==> src/sap_pkg.sv <==
/*
 * sap_pkg: constants shared by the serial command interpreter.
 * Assumes a 100 MHz pclk. Long counts are also top-level parameters.
 */
package sap_pkg;
	// ---------------------------------------------------------------
	// clock and timing
	// ---------------------------------------------------------------
	localparam int unsigned CLK_HZ          = 100000000;
	localparam int unsigned GUARD_MS        = 'h3e8;
	localparam int unsigned GUARD_CYC       = GUARD_MS * (CLK_HZ / 1000);
	localparam int unsigned TIMEOUT_MS      = 10000;
	localparam int unsigned TIMEOUT_CYC     = TIMEOUT_MS * (CLK_HZ / 1000);
	localparam int unsigned RST_DELAY_MS    = 100;
	localparam int unsigned RST_DELAY_CYC   = RST_DELAY_MS * (CLK_HZ / 1000);

	// ---------------------------------------------------------------
	// characters
	// ---------------------------------------------------------------
	localparam logic [7:0] CHR_CR    = 8'h0d;
	localparam logic [7:0] CHR_COMMA = 8'h2c;
	localparam logic [7:0] CHR_A     = 8'h41;
	localparam logic [7:0] CHR_T     = 8'h54;
	localparam logic [7:0] CHR_O     = 8'h4f;
	localparam logic [7:0] CHR_K     = 8'h4b;
	localparam logic [7:0] CHR_E     = 8'h45;
	localparam logic [7:0] CHR_R     = 8'h52;
	localparam logic [7:0] ESC_RST   = 8'h2b;

	// ---------------------------------------------------------------
	// two-letter command codes
	// ---------------------------------------------------------------
	localparam logic [15:0] CMD_LANE  = 16'h4348;
	localparam logic [15:0] CMD_PAN   = 16'h4944;
	localparam logic [15:0] CMD_DHI   = 16'h4448;
	localparam logic [15:0] CMD_DLO   = 16'h444c;
	localparam logic [15:0] CMD_SAVE  = 16'h5752;
	localparam logic [15:0] CMD_DFLT  = 16'h5245;
	localparam logic [15:0] CMD_SRST  = 16'h4652;
	localparam logic [15:0] CMD_LEAVE = 16'h434e;

	// ---------------------------------------------------------------
	// parameter limits and factory defaults
	// ---------------------------------------------------------------
	localparam logic [7:0]  LANE_MIN  = 8'h0c;
	localparam logic [7:0]  LANE_MAX  = 8'h17;
	localparam logic [7:0]  LANE_RST  = 8'h0c;
	localparam logic [15:0] PAN_RST   = 16'h3332;
	localparam logic [15:0] PAN_ALL   = 16'hffff;
	localparam logic [31:0] DEST_RST  = 32'h0000_0000;
	localparam logic [31:0] SHORT_LIM = 32'h0000_ffff;

	// ---------------------------------------------------------------
	// apb register offsets and status bits
	// ---------------------------------------------------------------
	localparam logic [7:0] REG_STATUS = 8'h00;
	localparam logic [7:0] REG_ESC    = 8'h04;
	localparam logic [7:0] REG_LANPAN = 8'h08;
	localparam logic [7:0] REG_DHI    = 8'h0c;
	localparam logic [7:0] REG_DLO    = 8'h10;
	localparam int unsigned ST_B_CMD   = 0;
	localparam int unsigned ST_B_SHORT = 1;
	localparam int unsigned ST_B_BCAST = 2;
	localparam int unsigned ST_B_ALLPN = 3;
	localparam int unsigned ST_B_RSTPD = 4;

	typedef enum logic [2:0] {
		ST_DATA  = 3'b000,
		ST_ESCG  = 3'b001,
		ST_PRE_A = 3'b010,
		ST_PRE_T = 3'b011,
		ST_NAME0 = 3'b100,
		ST_NAME1 = 3'b101,
		ST_VALUE = 3'b110,
		ST_REPLY = 3'b111
	} sap_state_t;
endpackage

==> src/sap_parser.sv <==
/*
 * sap_parser: text command interpreter on the modem's serial host port.
 * Assumes a UART on pclk delivering rx bytes and accepting tx bytes,
 * and an APB master for the side registers.
 */
// The register addresses and register access over APB are this design's own decisions.
// Overview of operation
// RL1 - three escape characters enter command mode; reply OK and CR
// RL2 - empty parameter field reads; reply value in hex then CR
// RL3 - command with a value writes the parameter; reply OK and CR
// RL4 - comma-separated commands run in order, one reply each
// RL5 - leave command replies OK then returns to data mode
// RL6 - parameter values are parsed as hexadecimal digits
// RL7 - save copies working parameters into the retained store
// RL8 - host sends nothing after save until its OK has arrived
// RL9 - defaults command reloads every parameter with factory values
// RL10 - soft reset replies OK then hard resets about 100 ms later
// RL11 - lane number accepted 12 to 23 only, resets to 12
// RL12 - 16-bit pan tag defaults 0x3332; all ones means every network
// RL13 - destination is upper word over lower word, both reset zero
// RL14 - upper zero and lower below 0xffff selects short addressing
// RL15 - destination equal to 0xffff is a network broadcast
// RL16 - escape needs guard idle, three chars within guard, guard idle
// RL17 - no valid command within the timeout leaves command mode; here any received byte restarts the timer
// RL18 - a failing command replies ERROR instead of OK
// RL19 - line starts with AT and ends in CR; after comma no prefix
// RL20 - out-of-range value gives ERROR and keeps the stored value
`timescale 1ns/10ps
`default_nettype none
module sap_parser #(
	parameter logic [31:0] GUARD_CYCLES   = sap_pkg::GUARD_CYC,
	parameter logic [31:0] TIMEOUT_CYCLES = sap_pkg::TIMEOUT_CYC,
	parameter logic [31:0] RESET_CYCLES   = sap_pkg::RST_DELAY_CYC
) (
	// clock and reset
	input  wire logic        pclk,
	input  wire logic        presetn,
	// apb slave
	input  wire logic        psel,
	input  wire logic        penable,
	input  wire logic        pwrite,
	input  wire logic [7:0]  paddr,
	input  wire logic [31:0] pwdata,
	output logic             pready,
	output logic [31:0]      prdata,
	output logic             pslverr,
	// serial bytes from and to the host
	input  wire logic        rx_valid,
	input  wire logic [7:0]  rx_data,
	output logic             tx_valid,
	output logic [7:0]       tx_data,
	input  wire logic        tx_ready,
	// configuration towards the radio
	output logic [7:0]       radio_lane_number,
	output logic [15:0]      pan_tag,
	output logic [63:0]      dest_addr,
	output logic             short_addr_mode,
	output logic             dest_broadcast,
	output logic             pan_broadcast,
	output logic             command_mode,
	output logic             hard_reset
);
	// ---------------------------------------------------------------
	// functions
	// ---------------------------------------------------------------
	// returns {valid, nibble} for an ascii hex digit
	function automatic logic [4:0] hex_val(input logic [7:0] c);
		if (c >= 8'h30 && c <= 8'h39) begin
			hex_val = {1'b1, c[3:0]};
		end else if ((c >= 8'h41 && c <= 8'h46) ||
		             (c >= 8'h61 && c <= 8'h66)) begin
			hex_val = {1'b1, c[3:0] + 4'h9};
		end else begin
			hex_val = 5'h00;
		end
	endfunction

	function automatic logic [7:0] hex_chr(input logic [3:0] n);
		hex_chr = (n < 4'ha) ? {4'h3, n} : {4'h4, n - 4'h9};
	endfunction

	// ---------------------------------------------------------------
	// state
	// ---------------------------------------------------------------
	sap_pkg::sap_state_t st_ff, follow_ff;
	logic [31:0] idle_cnt_ff, seq_cnt_ff, cmd_cnt_ff, rst_cnt_ff;
	logic [1:0]  plus_cnt_ff;
	logic [7:0]  name0_ff, name1_ff, esc_ff;
	logic [31:0] val_ff;
	logic [3:0]  ndig_ff;
	logic        bad_ff, rst_pend_ff;
	logic [7:0]  lane_ff, nv_lane_ff;
	logic [15:0] pan_ff, nv_pan_ff;
	logic [31:0] dhi_ff, dlo_ff, nv_dhi_ff, nv_dlo_ff;
	logic [7:0]  rbuf_ff [0:8];
	logic [3:0]  rlen_ff, ridx_ff;

	// ---------------------------------------------------------------
	// command decode and execution checks
	// ---------------------------------------------------------------
	logic [15:0] cmd;
	logic        has_val, delim, exec_err, is_read, is_param;
	logic [31:0] rd_val;
	logic [3:0]  nd;
	logic [4:0]  hv;
	logic        esc_ok, load_ok, load_err, load_rd, reply_done;
	logic        cmd_tmo, esc_hit;

	assign cmd     = {name0_ff, name1_ff};
	assign has_val = (ndig_ff != 4'h0);
	assign delim   = rx_valid && (st_ff == sap_pkg::ST_VALUE) &&
	                 (rx_data == sap_pkg::CHR_CR ||
	                  rx_data == sap_pkg::CHR_COMMA);
	assign hv      = hex_val(rx_data);

	always_comb begin
		exec_err = bad_ff; // [RL6]
		is_param = 1'b1;
		rd_val   = 32'h0;
		case (cmd)
			sap_pkg::CMD_LANE: begin
				rd_val = {24'h0, lane_ff};
				if (has_val && (val_ff < {24'h0, sap_pkg::LANE_MIN} ||
				    val_ff > {24'h0, sap_pkg::LANE_MAX})) begin
					exec_err = 1'b1; // [RL11] [RL20]
				end
			end
			sap_pkg::CMD_PAN: begin
				rd_val = {16'h0, pan_ff};
				if (has_val && val_ff[31:16] != 16'h0) begin
					exec_err = 1'b1; // [RL20]
				end
			end
			sap_pkg::CMD_DHI: rd_val = dhi_ff;
			sap_pkg::CMD_DLO: rd_val = dlo_ff;
			sap_pkg::CMD_SAVE, sap_pkg::CMD_DFLT,
			sap_pkg::CMD_SRST, sap_pkg::CMD_LEAVE: begin
				is_param = 1'b0;
				exec_err = exec_err | has_val;
			end
			default: begin
				is_param = 1'b0;
				exec_err = 1'b1; // [RL18]
			end
		endcase
		is_read = is_param && !has_val && !exec_err; // [RL2]
	end

	// significant hex digits of a read value, at least one
	always_comb begin
		nd = 4'h1;
		for (int i = 1; i < 8; i++) begin
			if (rd_val[4*i +: 4] != 4'h0) begin
				nd = 4'(i + 1);
			end
		end
	end

	assign esc_hit    = rx_valid && (rx_data == esc_ff) &&
	                    ((plus_cnt_ff == 2'd0) ?
	                     (idle_cnt_ff >= GUARD_CYCLES) :
	                     (seq_cnt_ff < GUARD_CYCLES)); // [RL16]
	assign esc_ok     = (st_ff == sap_pkg::ST_ESCG) && !rx_valid &&
	                    (idle_cnt_ff >= GUARD_CYCLES); // [RL16]
	assign load_rd    = delim && is_read;
	assign load_err   = delim && exec_err;
	assign load_ok    = esc_ok || (delim && !exec_err && !is_read);
	assign reply_done = (st_ff == sap_pkg::ST_REPLY) &&
	                    (ridx_ff == rlen_ff) && (!tx_valid || tx_ready);
	assign cmd_tmo    = (st_ff >= sap_pkg::ST_PRE_A) &&
	                    (st_ff != sap_pkg::ST_REPLY) && !rst_pend_ff &&
	                    (cmd_cnt_ff >= TIMEOUT_CYCLES);

	// ---------------------------------------------------------------
	// timers
	// ---------------------------------------------------------------
	always_ff @(posedge pclk or negedge presetn) begin
		if (!presetn) begin
			idle_cnt_ff <= 32'h0;
			seq_cnt_ff  <= 32'h0;
			cmd_cnt_ff  <= 32'h0;
		end else begin
			idle_cnt_ff <= rx_valid ? 32'h0 :
			    (idle_cnt_ff < GUARD_CYCLES) ? idle_cnt_ff + 32'h1 :
			    idle_cnt_ff;
			seq_cnt_ff  <= (plus_cnt_ff == 2'd0) ? 32'h0 :
			    (seq_cnt_ff < GUARD_CYCLES) ? seq_cnt_ff + 32'h1 :
			    seq_cnt_ff;
			cmd_cnt_ff  <= (rx_valid || st_ff == sap_pkg::ST_REPLY) ?
			    32'h0 : cmd_cnt_ff + 32'h1; // [RL17]
		end
	end

	// ---------------------------------------------------------------
	// main sequence
	// ---------------------------------------------------------------
	always_ff @(posedge pclk or negedge presetn) begin
		if (!presetn) begin
			st_ff       <= sap_pkg::ST_DATA;
			follow_ff   <= sap_pkg::ST_DATA;
			plus_cnt_ff <= 2'd0;
			name0_ff    <= 8'h0;
			name1_ff    <= 8'h0;
			val_ff      <= 32'h0;
			ndig_ff     <= 4'h0;
			bad_ff      <= 1'b0;
		end else if (hard_reset || cmd_tmo) begin
			st_ff       <= sap_pkg::ST_DATA; // [RL17]
			plus_cnt_ff <= 2'd0;
		end else begin
			unique case (st_ff)
				sap_pkg::ST_DATA: begin
					if (rx_valid) begin
						plus_cnt_ff <= esc_hit ? plus_cnt_ff + 2'd1 : 2'd0;
						if (esc_hit && plus_cnt_ff == 2'd2) begin
							st_ff <= sap_pkg::ST_ESCG;
						end
					end else if (plus_cnt_ff != 2'd0 &&
					             seq_cnt_ff >= GUARD_CYCLES) begin
						plus_cnt_ff <= 2'd0;
					end
				end
				sap_pkg::ST_ESCG: begin
					plus_cnt_ff <= 2'd0;
					if (rx_valid) begin
						st_ff <= sap_pkg::ST_DATA;
					end else if (esc_ok) begin
						st_ff     <= sap_pkg::ST_REPLY; // [RL1]
						follow_ff <= sap_pkg::ST_PRE_A;
					end
				end
				sap_pkg::ST_PRE_A: begin
					if (rx_valid && (rx_data | 8'h20) == (sap_pkg::CHR_A | 8'h20)) begin
						st_ff <= sap_pkg::ST_PRE_T; // [RL19]
					end
				end
				sap_pkg::ST_PRE_T: begin
					if (rx_valid) begin
						st_ff <= ((rx_data | 8'h20) == (sap_pkg::CHR_T | 8'h20)) ?
						    sap_pkg::ST_NAME0 : sap_pkg::ST_PRE_A;
					end
				end
				sap_pkg::ST_NAME0: begin
					if (rx_valid) begin
						name0_ff <= rx_data & 8'hdf;
						val_ff   <= 32'h0;
						ndig_ff  <= 4'h0;
						bad_ff   <= 1'b0;
						st_ff    <= sap_pkg::ST_NAME1;
					end
				end
				sap_pkg::ST_NAME1: begin
					if (rx_valid) begin
						name1_ff <= rx_data & 8'hdf;
						st_ff    <= sap_pkg::ST_VALUE;
					end
				end
				sap_pkg::ST_VALUE: begin
					if (delim) begin
						st_ff     <= sap_pkg::ST_REPLY;
						follow_ff <= (rx_data == sap_pkg::CHR_COMMA) ?
						    sap_pkg::ST_NAME0 : sap_pkg::ST_PRE_A; // [RL4] [RL19]
						if (!exec_err && cmd == sap_pkg::CMD_LEAVE) begin
							follow_ff <= sap_pkg::ST_DATA; // [RL5]
						end
					end else if (rx_valid) begin
						if (!hv[4] || ndig_ff == 4'h8) begin
							bad_ff <= 1'b1; // [RL6]
						end else begin
							val_ff  <= {val_ff[27:0], hv[3:0]}; // [RL6]
							ndig_ff <= ndig_ff + 4'h1;
						end
					end
				end
				sap_pkg::ST_REPLY: begin
					if (reply_done && !rst_pend_ff) begin
						st_ff <= follow_ff;
					end
				end
			endcase
		end
	end

	// ---------------------------------------------------------------
	// parameters, retained store and soft reset
	// ---------------------------------------------------------------
	logic do_wr;
	assign do_wr = delim && !exec_err && has_val; // [RL3]

	always_ff @(posedge pclk or negedge presetn) begin
		if (!presetn) begin
			lane_ff <= sap_pkg::LANE_RST; // [RL11]
			pan_ff  <= sap_pkg::PAN_RST;  // [RL12]
			dhi_ff  <= sap_pkg::DEST_RST; // [RL13]
			dlo_ff  <= sap_pkg::DEST_RST;
		end else if (hard_reset) begin
			lane_ff <= nv_lane_ff; // [RL7]
			pan_ff  <= nv_pan_ff;
			dhi_ff  <= nv_dhi_ff;
			dlo_ff  <= nv_dlo_ff;
		end else if (delim && !exec_err && cmd == sap_pkg::CMD_DFLT) begin
			lane_ff <= sap_pkg::LANE_RST; // [RL9]
			pan_ff  <= sap_pkg::PAN_RST;
			dhi_ff  <= sap_pkg::DEST_RST;
			dlo_ff  <= sap_pkg::DEST_RST;
		end else if (do_wr) begin
			unique case (cmd)
				sap_pkg::CMD_LANE: lane_ff <= val_ff[7:0]; // [RL11]
				sap_pkg::CMD_PAN:  pan_ff  <= val_ff[15:0]; // [RL12]
				sap_pkg::CMD_DHI:  dhi_ff  <= val_ff; // [RL13]
				sap_pkg::CMD_DLO:  dlo_ff  <= val_ff;
				default: ;
			endcase
		end
	end

	// retained store is only cleared by power-on reset
	always_ff @(posedge pclk or negedge presetn) begin
		if (!presetn) begin
			nv_lane_ff <= sap_pkg::LANE_RST;
			nv_pan_ff  <= sap_pkg::PAN_RST;
			nv_dhi_ff  <= sap_pkg::DEST_RST;
			nv_dlo_ff  <= sap_pkg::DEST_RST;
		end else if (delim && !exec_err && cmd == sap_pkg::CMD_SAVE) begin
			nv_lane_ff <= lane_ff; // [RL7]
			nv_pan_ff  <= pan_ff;
			nv_dhi_ff  <= dhi_ff;
			nv_dlo_ff  <= dlo_ff;
		end
	end

	always_ff @(posedge pclk or negedge presetn) begin
		if (!presetn) begin
			rst_pend_ff <= 1'b0;
			rst_cnt_ff  <= 32'h0;
			hard_reset  <= 1'b0;
		end else begin
			hard_reset <= 1'b0;
			if (delim && !exec_err && cmd == sap_pkg::CMD_SRST) begin
				rst_pend_ff <= 1'b1; // [RL10]
				rst_cnt_ff  <= 32'h0;
			end else if (rst_pend_ff && !hard_reset) begin
				rst_cnt_ff <= rst_cnt_ff + 32'h1;
				if (rst_cnt_ff >= RESET_CYCLES - 32'h1) begin
					rst_pend_ff <= 1'b0;
					hard_reset  <= 1'b1; // [RL10]
				end
			end
		end
	end

	// ---------------------------------------------------------------
	// reply buffer and transmit
	// ---------------------------------------------------------------
	always_ff @(posedge pclk or negedge presetn) begin
		if (!presetn) begin
			for (int i = 0; i < 9; i++) begin
				rbuf_ff[i] <= 8'h0;
			end
			rlen_ff  <= 4'h0;
			ridx_ff  <= 4'h0;
			tx_valid <= 1'b0;
			tx_data  <= 8'h0;
		end else begin
			if (load_ok) begin
				rbuf_ff[0] <= sap_pkg::CHR_O; // [RL1] [RL3] [RL5]
				rbuf_ff[1] <= sap_pkg::CHR_K;
				rbuf_ff[2] <= sap_pkg::CHR_CR;
				rlen_ff    <= 4'h3;
				ridx_ff    <= 4'h0;
			end else if (load_err) begin
				rbuf_ff[0] <= sap_pkg::CHR_E; // [RL18] [RL20]
				rbuf_ff[1] <= sap_pkg::CHR_R;
				rbuf_ff[2] <= sap_pkg::CHR_R;
				rbuf_ff[3] <= sap_pkg::CHR_O;
				rbuf_ff[4] <= sap_pkg::CHR_R;
				rbuf_ff[5] <= sap_pkg::CHR_CR;
				rlen_ff    <= 4'h6;
				ridx_ff    <= 4'h0;
			end else if (load_rd) begin
				for (int i = 0; i < 8; i++) begin
					rbuf_ff[i] <= (4'(i) < nd) ?
					    hex_chr(rd_val[4*(nd - 4'h1 - 4'(i)) +: 4]) :
					    sap_pkg::CHR_CR; // [RL2]
				end
				rbuf_ff[8] <= sap_pkg::CHR_CR;
				rlen_ff    <= nd + 4'h1;
				ridx_ff    <= 4'h0;
			end else if (st_ff == sap_pkg::ST_REPLY &&
			             (!tx_valid || tx_ready)) begin
				if (ridx_ff != rlen_ff) begin
					tx_data  <= rbuf_ff[ridx_ff];
					tx_valid <= 1'b1;
					ridx_ff  <= ridx_ff + 4'h1;
				end else begin
					tx_valid <= 1'b0;
				end
			end else if (tx_ready) begin
				tx_valid <= 1'b0;
			end
		end
	end

	// ---------------------------------------------------------------
	// radio-facing outputs
	// ---------------------------------------------------------------
	always_ff @(posedge pclk or negedge presetn) begin
		if (!presetn) begin
			radio_lane_number <= sap_pkg::LANE_RST;
			pan_tag           <= sap_pkg::PAN_RST;
			dest_addr         <= {sap_pkg::DEST_RST, sap_pkg::DEST_RST};
			short_addr_mode   <= 1'b1;
			dest_broadcast    <= 1'b0;
			pan_broadcast     <= 1'b0;
			command_mode      <= 1'b0;
		end else begin
			radio_lane_number <= lane_ff;
			pan_tag           <= pan_ff;
			dest_addr         <= {dhi_ff, dlo_ff}; // [RL13]
			short_addr_mode   <= (dhi_ff == 32'h0) &&
			                     (dlo_ff < sap_pkg::SHORT_LIM); // [RL14]
			dest_broadcast    <= (dhi_ff == 32'h0) &&
			                     (dlo_ff == sap_pkg::SHORT_LIM); // [RL15]
			pan_broadcast     <= (pan_ff == sap_pkg::PAN_ALL); // [RL12]
			command_mode      <= (st_ff != sap_pkg::ST_DATA) &&
			                     (st_ff != sap_pkg::ST_ESCG);
		end
	end

	// ---------------------------------------------------------------
	// apb slave
	// ---------------------------------------------------------------
	logic apb_req, apb_fire, apb_hit;
	assign apb_req  = psel && penable && !pready;
	assign apb_fire = psel && penable && pready;
	assign apb_hit  = (paddr == sap_pkg::REG_STATUS) ||
	                  (paddr == sap_pkg::REG_ESC) ||
	                  (paddr == sap_pkg::REG_LANPAN) ||
	                  (paddr == sap_pkg::REG_DHI) ||
	                  (paddr == sap_pkg::REG_DLO);

	always_ff @(posedge pclk or negedge presetn) begin
		if (!presetn) begin
			esc_ff <= sap_pkg::ESC_RST;
		end else if (apb_fire && pwrite && paddr == sap_pkg::REG_ESC) begin
			esc_ff <= pwdata[7:0]; // [RL16]
		end
	end

	always_ff @(posedge pclk or negedge presetn) begin
		if (!presetn) begin
			pready  <= 1'b0;
			pslverr <= 1'b0;
			prdata  <= 32'h0;
		end else begin
			pready  <= apb_req;
			pslverr <= apb_req && !apb_hit;
			prdata  <= 32'h0;
			if (apb_req && !pwrite) begin
				case (paddr)
					sap_pkg::REG_STATUS: prdata <= {27'h0, rst_pend_ff,
					    pan_broadcast, dest_broadcast, short_addr_mode,
					    command_mode};
					sap_pkg::REG_ESC:    prdata <= {24'h0, esc_ff};
					sap_pkg::REG_LANPAN: prdata <= {8'h0, pan_ff, lane_ff};
					sap_pkg::REG_DHI:    prdata <= dhi_ff;
					sap_pkg::REG_DLO:    prdata <= dlo_ff;
					default:             prdata <= 32'h0;
				endcase
			end
		end
	end
endmodule
`default_nettype wire

==> config.mk <==
export PLATFORM = sky130hd
export DESIGN_NAME = sap_parser
export DESIGN_NICKNAME = d
export VERILOG_FILES = /design/src/sap_pkg.sv /design/src/sap_parser.sv
export SDC_FILE = /design/constraint.sdc
export NUM_CORES = 1
export LEC_CHECK = 0
export ABC_AREA = 0
export BUFFER_PORTS_ARGS = -buffer_cell sky130_fd_sc_hd__buf_2
export CAP_MARGIN = 10
export CORE_UTILIZATION = 45
export CTS_CLUSTER_DIAMETER = 50
export DETAILED_ROUTE_END_ITERATION = 10
export GPL_TIMING_DRIVEN = 0
export PLACE_DENSITY = 0.7
export REMOVE_ABC_BUFFERS = 1
export SETUP_SLACK_MARGIN = 0.4
export SYNTH_ARGS = -nofsm -noshare
export SYNTH_HDL_FRONTEND = slang
export SYNTH_SLANG_ARGS = --single-unit
==> constraint.sdc <==
create_clock -name pclk -period 6.95 [get_ports pclk]
set_clock_uncertainty 0.15 [all_clocks]
set_input_delay 1.39 -clock pclk [delete_from_list [all_inputs] [get_ports pclk]]
set_output_delay 1.39 -clock pclk [all_outputs]
set_load 0.01 [all_outputs]
# Yosys cells after proc, flatten, opt, wreduce, memory -nomap -nowiden
# Cells that the tools add are included.
[op_classes]
n_shift = 8
n_reduce_logical = 118
mux = 118
bitwise = 6
multipliers = 0
n_lt_le_gt_ge = 33
n_div = 0
eq_ne = 50
addsub = 25
[op_table]
columns = ["cell", "count"]
rows = [
  ["32-bit 2-to-1 mux", 20],
  ["32-bit by 33-bit indexed part select with 4-bit output", 8],
  ["32-bit one-hot mux with 5 select lines", 1],
  ["32-bit by 1-bit adder with 32-bit output, second input constant", 4],
  ["32-bit one-hot mux with 4 select lines", 1],
  ["14-bit by 13-bit equality test with 1-bit output, second input constant", 8],
  ["7-bit 2-to-1 mux", 16],
  ["30-bit by 3-bit subtractor with 30-bit output, second input constant", 3],
  ["4-bit 2-to-1 mux", 18],
  ["72-bit 2-to-1 mux", 1],
  ["32-bit by 27-bit >= comparator with 1-bit output, second input constant", 2],
  ["32-bit by 27-bit < comparator with 1-bit output, second input constant", 2],
  ["16-bit 2-to-1 mux", 4],
  ["32-bit one-hot mux with 2 select lines", 1],
  ["30-bit by 2-bit subtractor with 30-bit output, second input constant", 2],
  ["3-bit 2-to-1 mux", 17],
  ["48-bit 2-to-1 mux", 1],
  ["8-bit 2-to-1 mux", 6],
  ["1-bit logical AND", 43],
  ["4-bit nonzero test", 10],
  ["8-bit binary-select mux with 4-bit select", 1],
  ["32-bit by 16-bit equality test with 1-bit output, second input constant", 1],
  ["32-bit by 24-bit >= comparator with 1-bit output, second input constant", 1],
  ["32-bit by 30-bit >= comparator with 1-bit output, second input constant", 1],
  ["other kinds (71)", 186],
]
[word_totals]
latchBits = 0
output_inout_bits = 136
mem_bits_rw = 0
wordCells = 404
in_bits = 55
mem_count = 0
mem_bits_ro = 0
regBits = 581

# Longest topological paths before layout
[depth]
depth_word = 19
depth_mapped = 25
ltp_nobuf = 21

# Worst setup path after synthesis
# No wires, ideal clock.
[synth_path]
kind = "register -> register"
startpoint = "register name0_ff[0]"
endpoint = "register rbuf_ff[58] (netlist bit)"
slack_ns = 1.175
period_less_slack_ns = 5.775
stages_incl_launch_ff = 25
required_ns = 6.679
arrival_ns = 5.504
setup_time_ns = 0.121
n_path_buf = 7
cell_sequence = "dfrtp_1 > buf_6 > or4_4 > or4_4 > buf_6 > buf_6 > o2111ai_1 > a21o_1 > nand2_2 > buf_4 > ha_1 > inv_1 > clkbuf_1 > clkbuf_1 > buf_1 > ha_1 > nand2_1 > a21oi_1 > a21boi_1 > inv_1 > ha_1 > inv_1 > or3_1 > nand3_1 > a22o_1"
[synth_via]
elab_chain_cells = 19
elab_cells_between_ends = 49
cone_classes = "add/sub (3); order compare (2); eq/ne (8); shift (1); mux (15); reduce/logical (20)"
[synth_rtl]
columns = ["element", "line", "source"]
rows = [
  ["from (decl)", "sap_parser.sv:88", "logic [7:0] name0_ff, name1_ff, esc_ff;"],
  ["from (signal assigned)", "sap_parser.sv:245", "name0_ff <= rx_data & 8'hdf;"],
  ["14-bit by 13-bit equality test with 1-bit output", "sap_parser.sv:120", "case (cmd)"],
  ["32-bit one-hot mux with 4 select lines", "sap_parser.sv:120", ""],
  ["4-bit nonzero test", "sap_parser.sv:153", "if (rd_val[4*i +: 4] != 4'h0) begin"],
  ["2-bit 2-to-1 mux", "sap_parser.sv:153", ""],
  ["4-bit 2-to-1 mux (6 in a row)", "sap_parser.sv:153", ""],
  ["4-bit by 1-bit subtractor with 5-bit output", "sap_parser.sv:383", "hex_chr(rd_val[4*(nd - 4'h1 - 4'(i)) +: 4]) :"],
  ["30-bit by 1-bit subtractor with 30-bit output", "sap_parser.sv:383", ""],
  ["32-bit by 33-bit indexed part select with 4-bit output", "sap_parser.sv:383", ""],
  ["4-bit subtractor / 4-bit < comparator (equally long branches)", "sap_parser.sv:79", "hex_chr = (n < 4'ha) ? {4'h3, n} : {4'h4, n - 4'h9};"],
  ["7-bit 2-to-1 mux", "sap_parser.sv:79", ""],
  ["7-bit 2-to-1 mux", "sap_parser.sv:382", "rbuf_ff[i] <= (4'(i) < nd) ?"],
  ["72-bit 2-to-1 mux", "sap_parser.sv:380", "end else if (load_rd) begin"],
  ["48-bit 2-to-1 mux", "sap_parser.sv:371", "end else if (load_err) begin"],
  ["24-bit 2-to-1 mux", "sap_parser.sv:365", "if (load_ok) begin"],
  ["to (signal, indexed assignment)", "sap_parser.sv:382", ""],
  ["to (decl)", "sap_parser.sv:95", "logic [7:0] rbuf_ff [0:8];"],
]
# Parallel ways exist; a longest one is shown, timed or not. The select of a mux whose other input is x is not followed.
# A chain may end at the register's enable or synchronous reset.

# Worst setup path after layout
[layout_path]
startpoint = "register name1_ff[0]"
endpoint = "register rbuf_ff[56] (netlist bit)"
[layout_via]
elab_chain_cells = 19
elab_cells_between_ends = 49
cone_classes = "add/sub (3); order compare (2); eq/ne (8); shift (1); mux (15); reduce/logical (20)"
[layout_rtl]
columns = ["element", "line", "source"]
rows = [
  ["from (decl)", "sap_parser.sv:88", ""],
  ["from (signal assigned)", "sap_parser.sv:254", "name1_ff <= rx_data & 8'hdf;"],
  ["14-bit by 13-bit equality test with 1-bit output", "sap_parser.sv:120", ""],
  ["32-bit one-hot mux with 4 select lines", "sap_parser.sv:120", ""],
  ["4-bit nonzero test", "sap_parser.sv:153", ""],
  ["2-bit 2-to-1 mux", "sap_parser.sv:153", ""],
  ["4-bit 2-to-1 mux (6 in a row)", "sap_parser.sv:153", ""],
  ["4-bit by 1-bit subtractor with 5-bit output", "sap_parser.sv:383", ""],
  ["30-bit by 1-bit subtractor with 30-bit output", "sap_parser.sv:383", ""],
  ["32-bit by 33-bit indexed part select with 4-bit output", "sap_parser.sv:383", ""],
  ["4-bit subtractor / 4-bit < comparator (equally long branches)", "sap_parser.sv:79", ""],
  ["7-bit 2-to-1 mux", "sap_parser.sv:79", ""],
  ["7-bit 2-to-1 mux", "sap_parser.sv:382", ""],
  ["72-bit 2-to-1 mux", "sap_parser.sv:380", ""],
  ["48-bit 2-to-1 mux", "sap_parser.sv:371", ""],
  ["24-bit 2-to-1 mux", "sap_parser.sv:365", ""],
]
# Parallel ways exist; a longest one is shown, timed or not. The select of a mux whose other input is x is not followed.

==> impl_metrics.sql <==
INSERT INTO impl_metrics (metric_group, metric, value, unit) VALUES
('timing', 'rsz0062_at_grt', 'false', ''),
('placement', 'worst_setup_slack_before_clock_tree_synthesis', '-1038', 'ps'),
('final_layout', 'mostFrequentLayoutCell', 'dfrtp_1', ''),
('setup_path', 'setup.worst_path.end_class', 'flop', ''),
('setup_path', 'cell_chain_of_the_critical_path', 'or4bb_1 > or4_4 > o221ai_2 > or4_1 > a21o_2 > nand2_4 > ha_2 > buf_12 > clkinvlp_4 > and3_1 > a221o_1 > a311oi_2 > mux2i_1 > o2111ai_4 > xor2_1 > a21oi_1 > a211o_1', ''),
('drt', 'wire_length_reported_by_the_detailed_router', '80.26', 'mm'),
('global_route', 'track_usage', '25.33', '%'),
('logic_synthesis', 'synthesis.instances', '2735', ''),
('setup_path', 'critical_path.max_stage_delay', '730', 'ps'),
('setup_path', 'required', '7270', 'ps'),
('drt', 'vias', '22470', ''),
('worst_hold_path', 'min-delay-path-class', 'reg -> reg', ''),
('final_layout', 'fillers', '5214', ''),
('global_route', 'grt_overflow', '0', ''),
('timing', 'max_slew.worst_pin.slew', '1123', 'ps'),
('global_route', 'maximum_number_of_pins_on_one_net_before_global_route_repair', '122', ''),
('placement', 'numPortBuffers', '166', ''),
('power_and_ir_drop', 'internal_dissipation', '5.673', 'mW'),
('timing', 'finalWorstSetupSlack', '486.2', 'ps'),
('timing', 'share_of_the_clock_period_used_by_the_worst_path_after_layout', '93.00', '%'),
('global_route', 'grt.busiest_layer', 'met2', ''),
('placement', 'dp.final_hpwl', '55.44', 'mm'),
('setup_path', 'worst-path-buf-inv', '2', ''),
('logic_synthesis', 'area_share_of_the_largest_cell_type_after_synthesis', '48.06', '%'),
('drt', 'post-route-drc-count', '0', ''),
('clock_tree', 'clkSinkCount', '567', ''),
('timing', 'final.hold.worst_slack', '266.9', 'ps'),
('setup_path', 'worst_path_dominant_cell_family', 'simple AND/OR/NAND/NOR gates', ''),
('logic_synthesis', 'post_synth_instance_area', '27850', 'sq um'),
('floorplan', 'full_die_area', '62900', 'sq um'),
('logic_synthesis', 'synth_ff_type', 'dfrtp_1', ''),
('setup_path', 'cp_slowest_cell', 'or4bb_1', ''),
('power_and_ir_drop', 'cellPowerDensity', '223.2', 'nW/um^2'),
('placement', 'gpl.final_weighted_congestion', '0.9579', ''),
('logic_synthesis', 'synthDominantAreaCellType', 'dfrtp_1', ''),
('clock_tree', 'ctsHtreeMaxLevel', '3', ''),
('setup_path', 'timing_worst_setup_path_type', 'reg -> reg', ''),
('floorplan', 'die_x', '250.8', 'um'),
('global_route', 'first_global_vias', '22290', ''),
('logic_synthesis', 'seq_area_frac_synth', '51.08', '%'),
('global_route', 'globalRouteMet3Util', '4.670', '%'),
('global_route', 'antenna_found_initial', '2', ''),
('final_layout', 'layout-drive-gt1-share', '20.55', '%'),
('power_and_ir_drop', 'p_comb_share', '1.9', '%'),
('timing', 'max-slew-margin-rel', '25.15', '%'),
('setup_path', 'worst_ep_arrival_time', '6780', 'ps'),
('logic_synthesis', 'yosys_register_bits', '567', ''),
('timing', 'setup_violations', '0', ''),
('power_and_ir_drop', 'total_power', '7.267', 'mW'),
('final_layout', 'nNetsFinal', '2956', ''),
('timing', 'slew_violations', '0', ''),
('floorplan', 'initial_core_util', '45.81', '%'),
('setup_path', 'timing.critical_path.from_type', 'flop', ''),
('final_layout', 'leading_cell_types_in_the_layout_fill_and_taps_excluded', '533 x dfrtp_1, 312 x nor2_1, 302 x nand2_1', ''),
('timing', 'timing.final.hold_violations', '0', ''),
('global_route', 'grt_util_met1', '34.93', '%'),
('power_and_ir_drop', 'power.switching', '1.593', 'mW'),
('power_and_ir_drop', 'clkPwrFrac', '52.5', '%'),
('power_and_ir_drop', 'pwr-share-seq', '45.7', '%'),
('clock_tree', 'clkLatencyLatePin', '620', 'ps'),
('drt', 'drt-vias-per-instance', '6.071', ''),
('power_and_ir_drop', 'cellLeakagePower', '14.35', 'nW'),
('logic_synthesis', 'post_synth_main_area_contributors', 'dfrtp_1 48%, mux2_2 6.3%, nor2_1 4.2%, nand2_1 4.1%, dfstp_2 3.0%', ''),
('run_status', 'outcome', 'complete, no violations', ''),
('logic_synthesis', 'synth_warnings', '0', ''),
('logic_synthesis', 'synth_cell_type_count', '94', ''),
('setup_path', 'worstSetupPathDepth', '17', ''),
('logic_synthesis', 'synth_async_sr_flop_share', '100.0', '%'),
('power_and_ir_drop', 'net_switching_fraction_of_the_power', '21.93', '%'),
('final_layout', 'flow.area_growth_from_synthesis', '16.88', '%'),
('drt', 'ant_nets', '0', '');
## sequential cells by signal (all words and copies together), names as in the netlist, 32 cells and up
signal,flops
dest_addr,64
dlo_ff,32
prdata,32
nv_dhi_ff,32
rst_cnt_ff,32
seq_cnt_ff,32
idle_cnt_ff,32
val_ff,32
rbuf_ff,52
dhi_ff,32
cmd_cnt_ff,32
nv_dlo_ff,32
## power by group through the flow
stage / combinational [mW] / clock, mW / sequential, mW
2_1_floorplan: 0.0326 / 0 / 3.37
3_3_place_gp: 0.123 / 0 / 3.38
3_5_place_dp: 0.140 / 0 / 3.38
4_1_cts: 0.141 / 3.87 / 3.32
5_1_grt: 0.157 / 4.00 / 3.32
6_report: 0.137 / 3.81 / 3.32
## kinds of logic (layout without fill, tap and decap cells)
logic type      Yosys count  count (layout)  synth area share [%]
fa+ha+maj                35              35                 1.572
flops                   567             567                 51.08
simple gates            998             999                 16.93
compound gates          563             563                 13.09
other cells               1               2               0.01346
xor+xnor                140             140                 4.402
mux                     231             231                 10.04
buf+inv                 200             383                 2.870
## path summary, 6_finish.rpt
kind	start	endpoint	slack, ps
setup / recovery	name1_ff[0]	rbuf_ff[56]	490
hold / removal	lane_ff[2]	radio_lane_number[2]	270
setup reg to reg	name1_ff[0]	rbuf_ff[56]	490
hold reg to reg	lane_ff[2]	radio_lane_number[2]	270
max in group asynchronous	presetn	tx_data[7]	4320
min in group asynchronous	presetn	dhi_ff[7]	540
## cell type report
| cell class | instances | area [sq um] | area share [%] |
|---|---|---|---|
| Inverter | 51 | 201.4 | 0.6188 |
| Clock inverter | 36 | 479.2 | 1.472 |
| Timing Repair inverter | 1 | 7.507 | 0.02306 |
| Sequential cell | 567 | 14240 | 43.73 |
| Timing Repair Buffer | 205 | 1549 | 4.758 |
| Tap cell | 782 | 978.4 | 3.005 |
| Clock buffer | 90 | 1999 | 6.142 |
| Multi-Input combinational cell | 1970 | 13100 | 40.25 |
## cells in the mapped netlist (all sizes together), types with 50 or more instances
| cell | number |
|---|---|
| a22oi | 105 |
| clkbuf | 130 |
| nand3 | 78 |
| xor2 | 79 |
| nand2 | 303 |
| mux2i | 51 |
| o21ai | 169 |
| dfrtp | 535 |
| nor2 | 315 |
| xnor2 | 61 |
| a21oi | 136 |
| nand4 | 53 |
| mux2 | 158 |
| inv | 50 |
## timing repair
| action | in CTS | in global routing |
|---|---|---|
| buffers inserted | 5 | 0 |
| setup endpoints to repair | 48 | 36 |
| gates cloned | 1 | 1 |
| pin swaps | 1 | 1 |
| resized for setup | 20 | 13 |
## metal layers
metal  routed length (um)  part of all wire (%)
met1                34310                    43
met2                37950                    47
met3                 5738                   7.1
met4                 2233                   2.8
met5                   27                 0.034
## stage by stage
| step | TNS, ps | instance area (sq um) | std cells | utilization [%] |
|---|---|---|---|---|
| 6_report | 0 | 32560 | 3702 | 53.54 |
| 5_1_grt | 0 | 32560 | 3702 | 53.54 |
| 4_1_cts | 0 | 32380 | 3698 | 53.25 |
| 3_5_place_dp | -18030 | 29760 | 3566 | 48.93 |
| 3_3_place_gp | -4718300 | 29060 | 3535 | 47.79 |
| 2_1_floorplan | -114710 | 27250 | 2587 | - |
No activity file was read; power rests on OpenSTA's default activity.
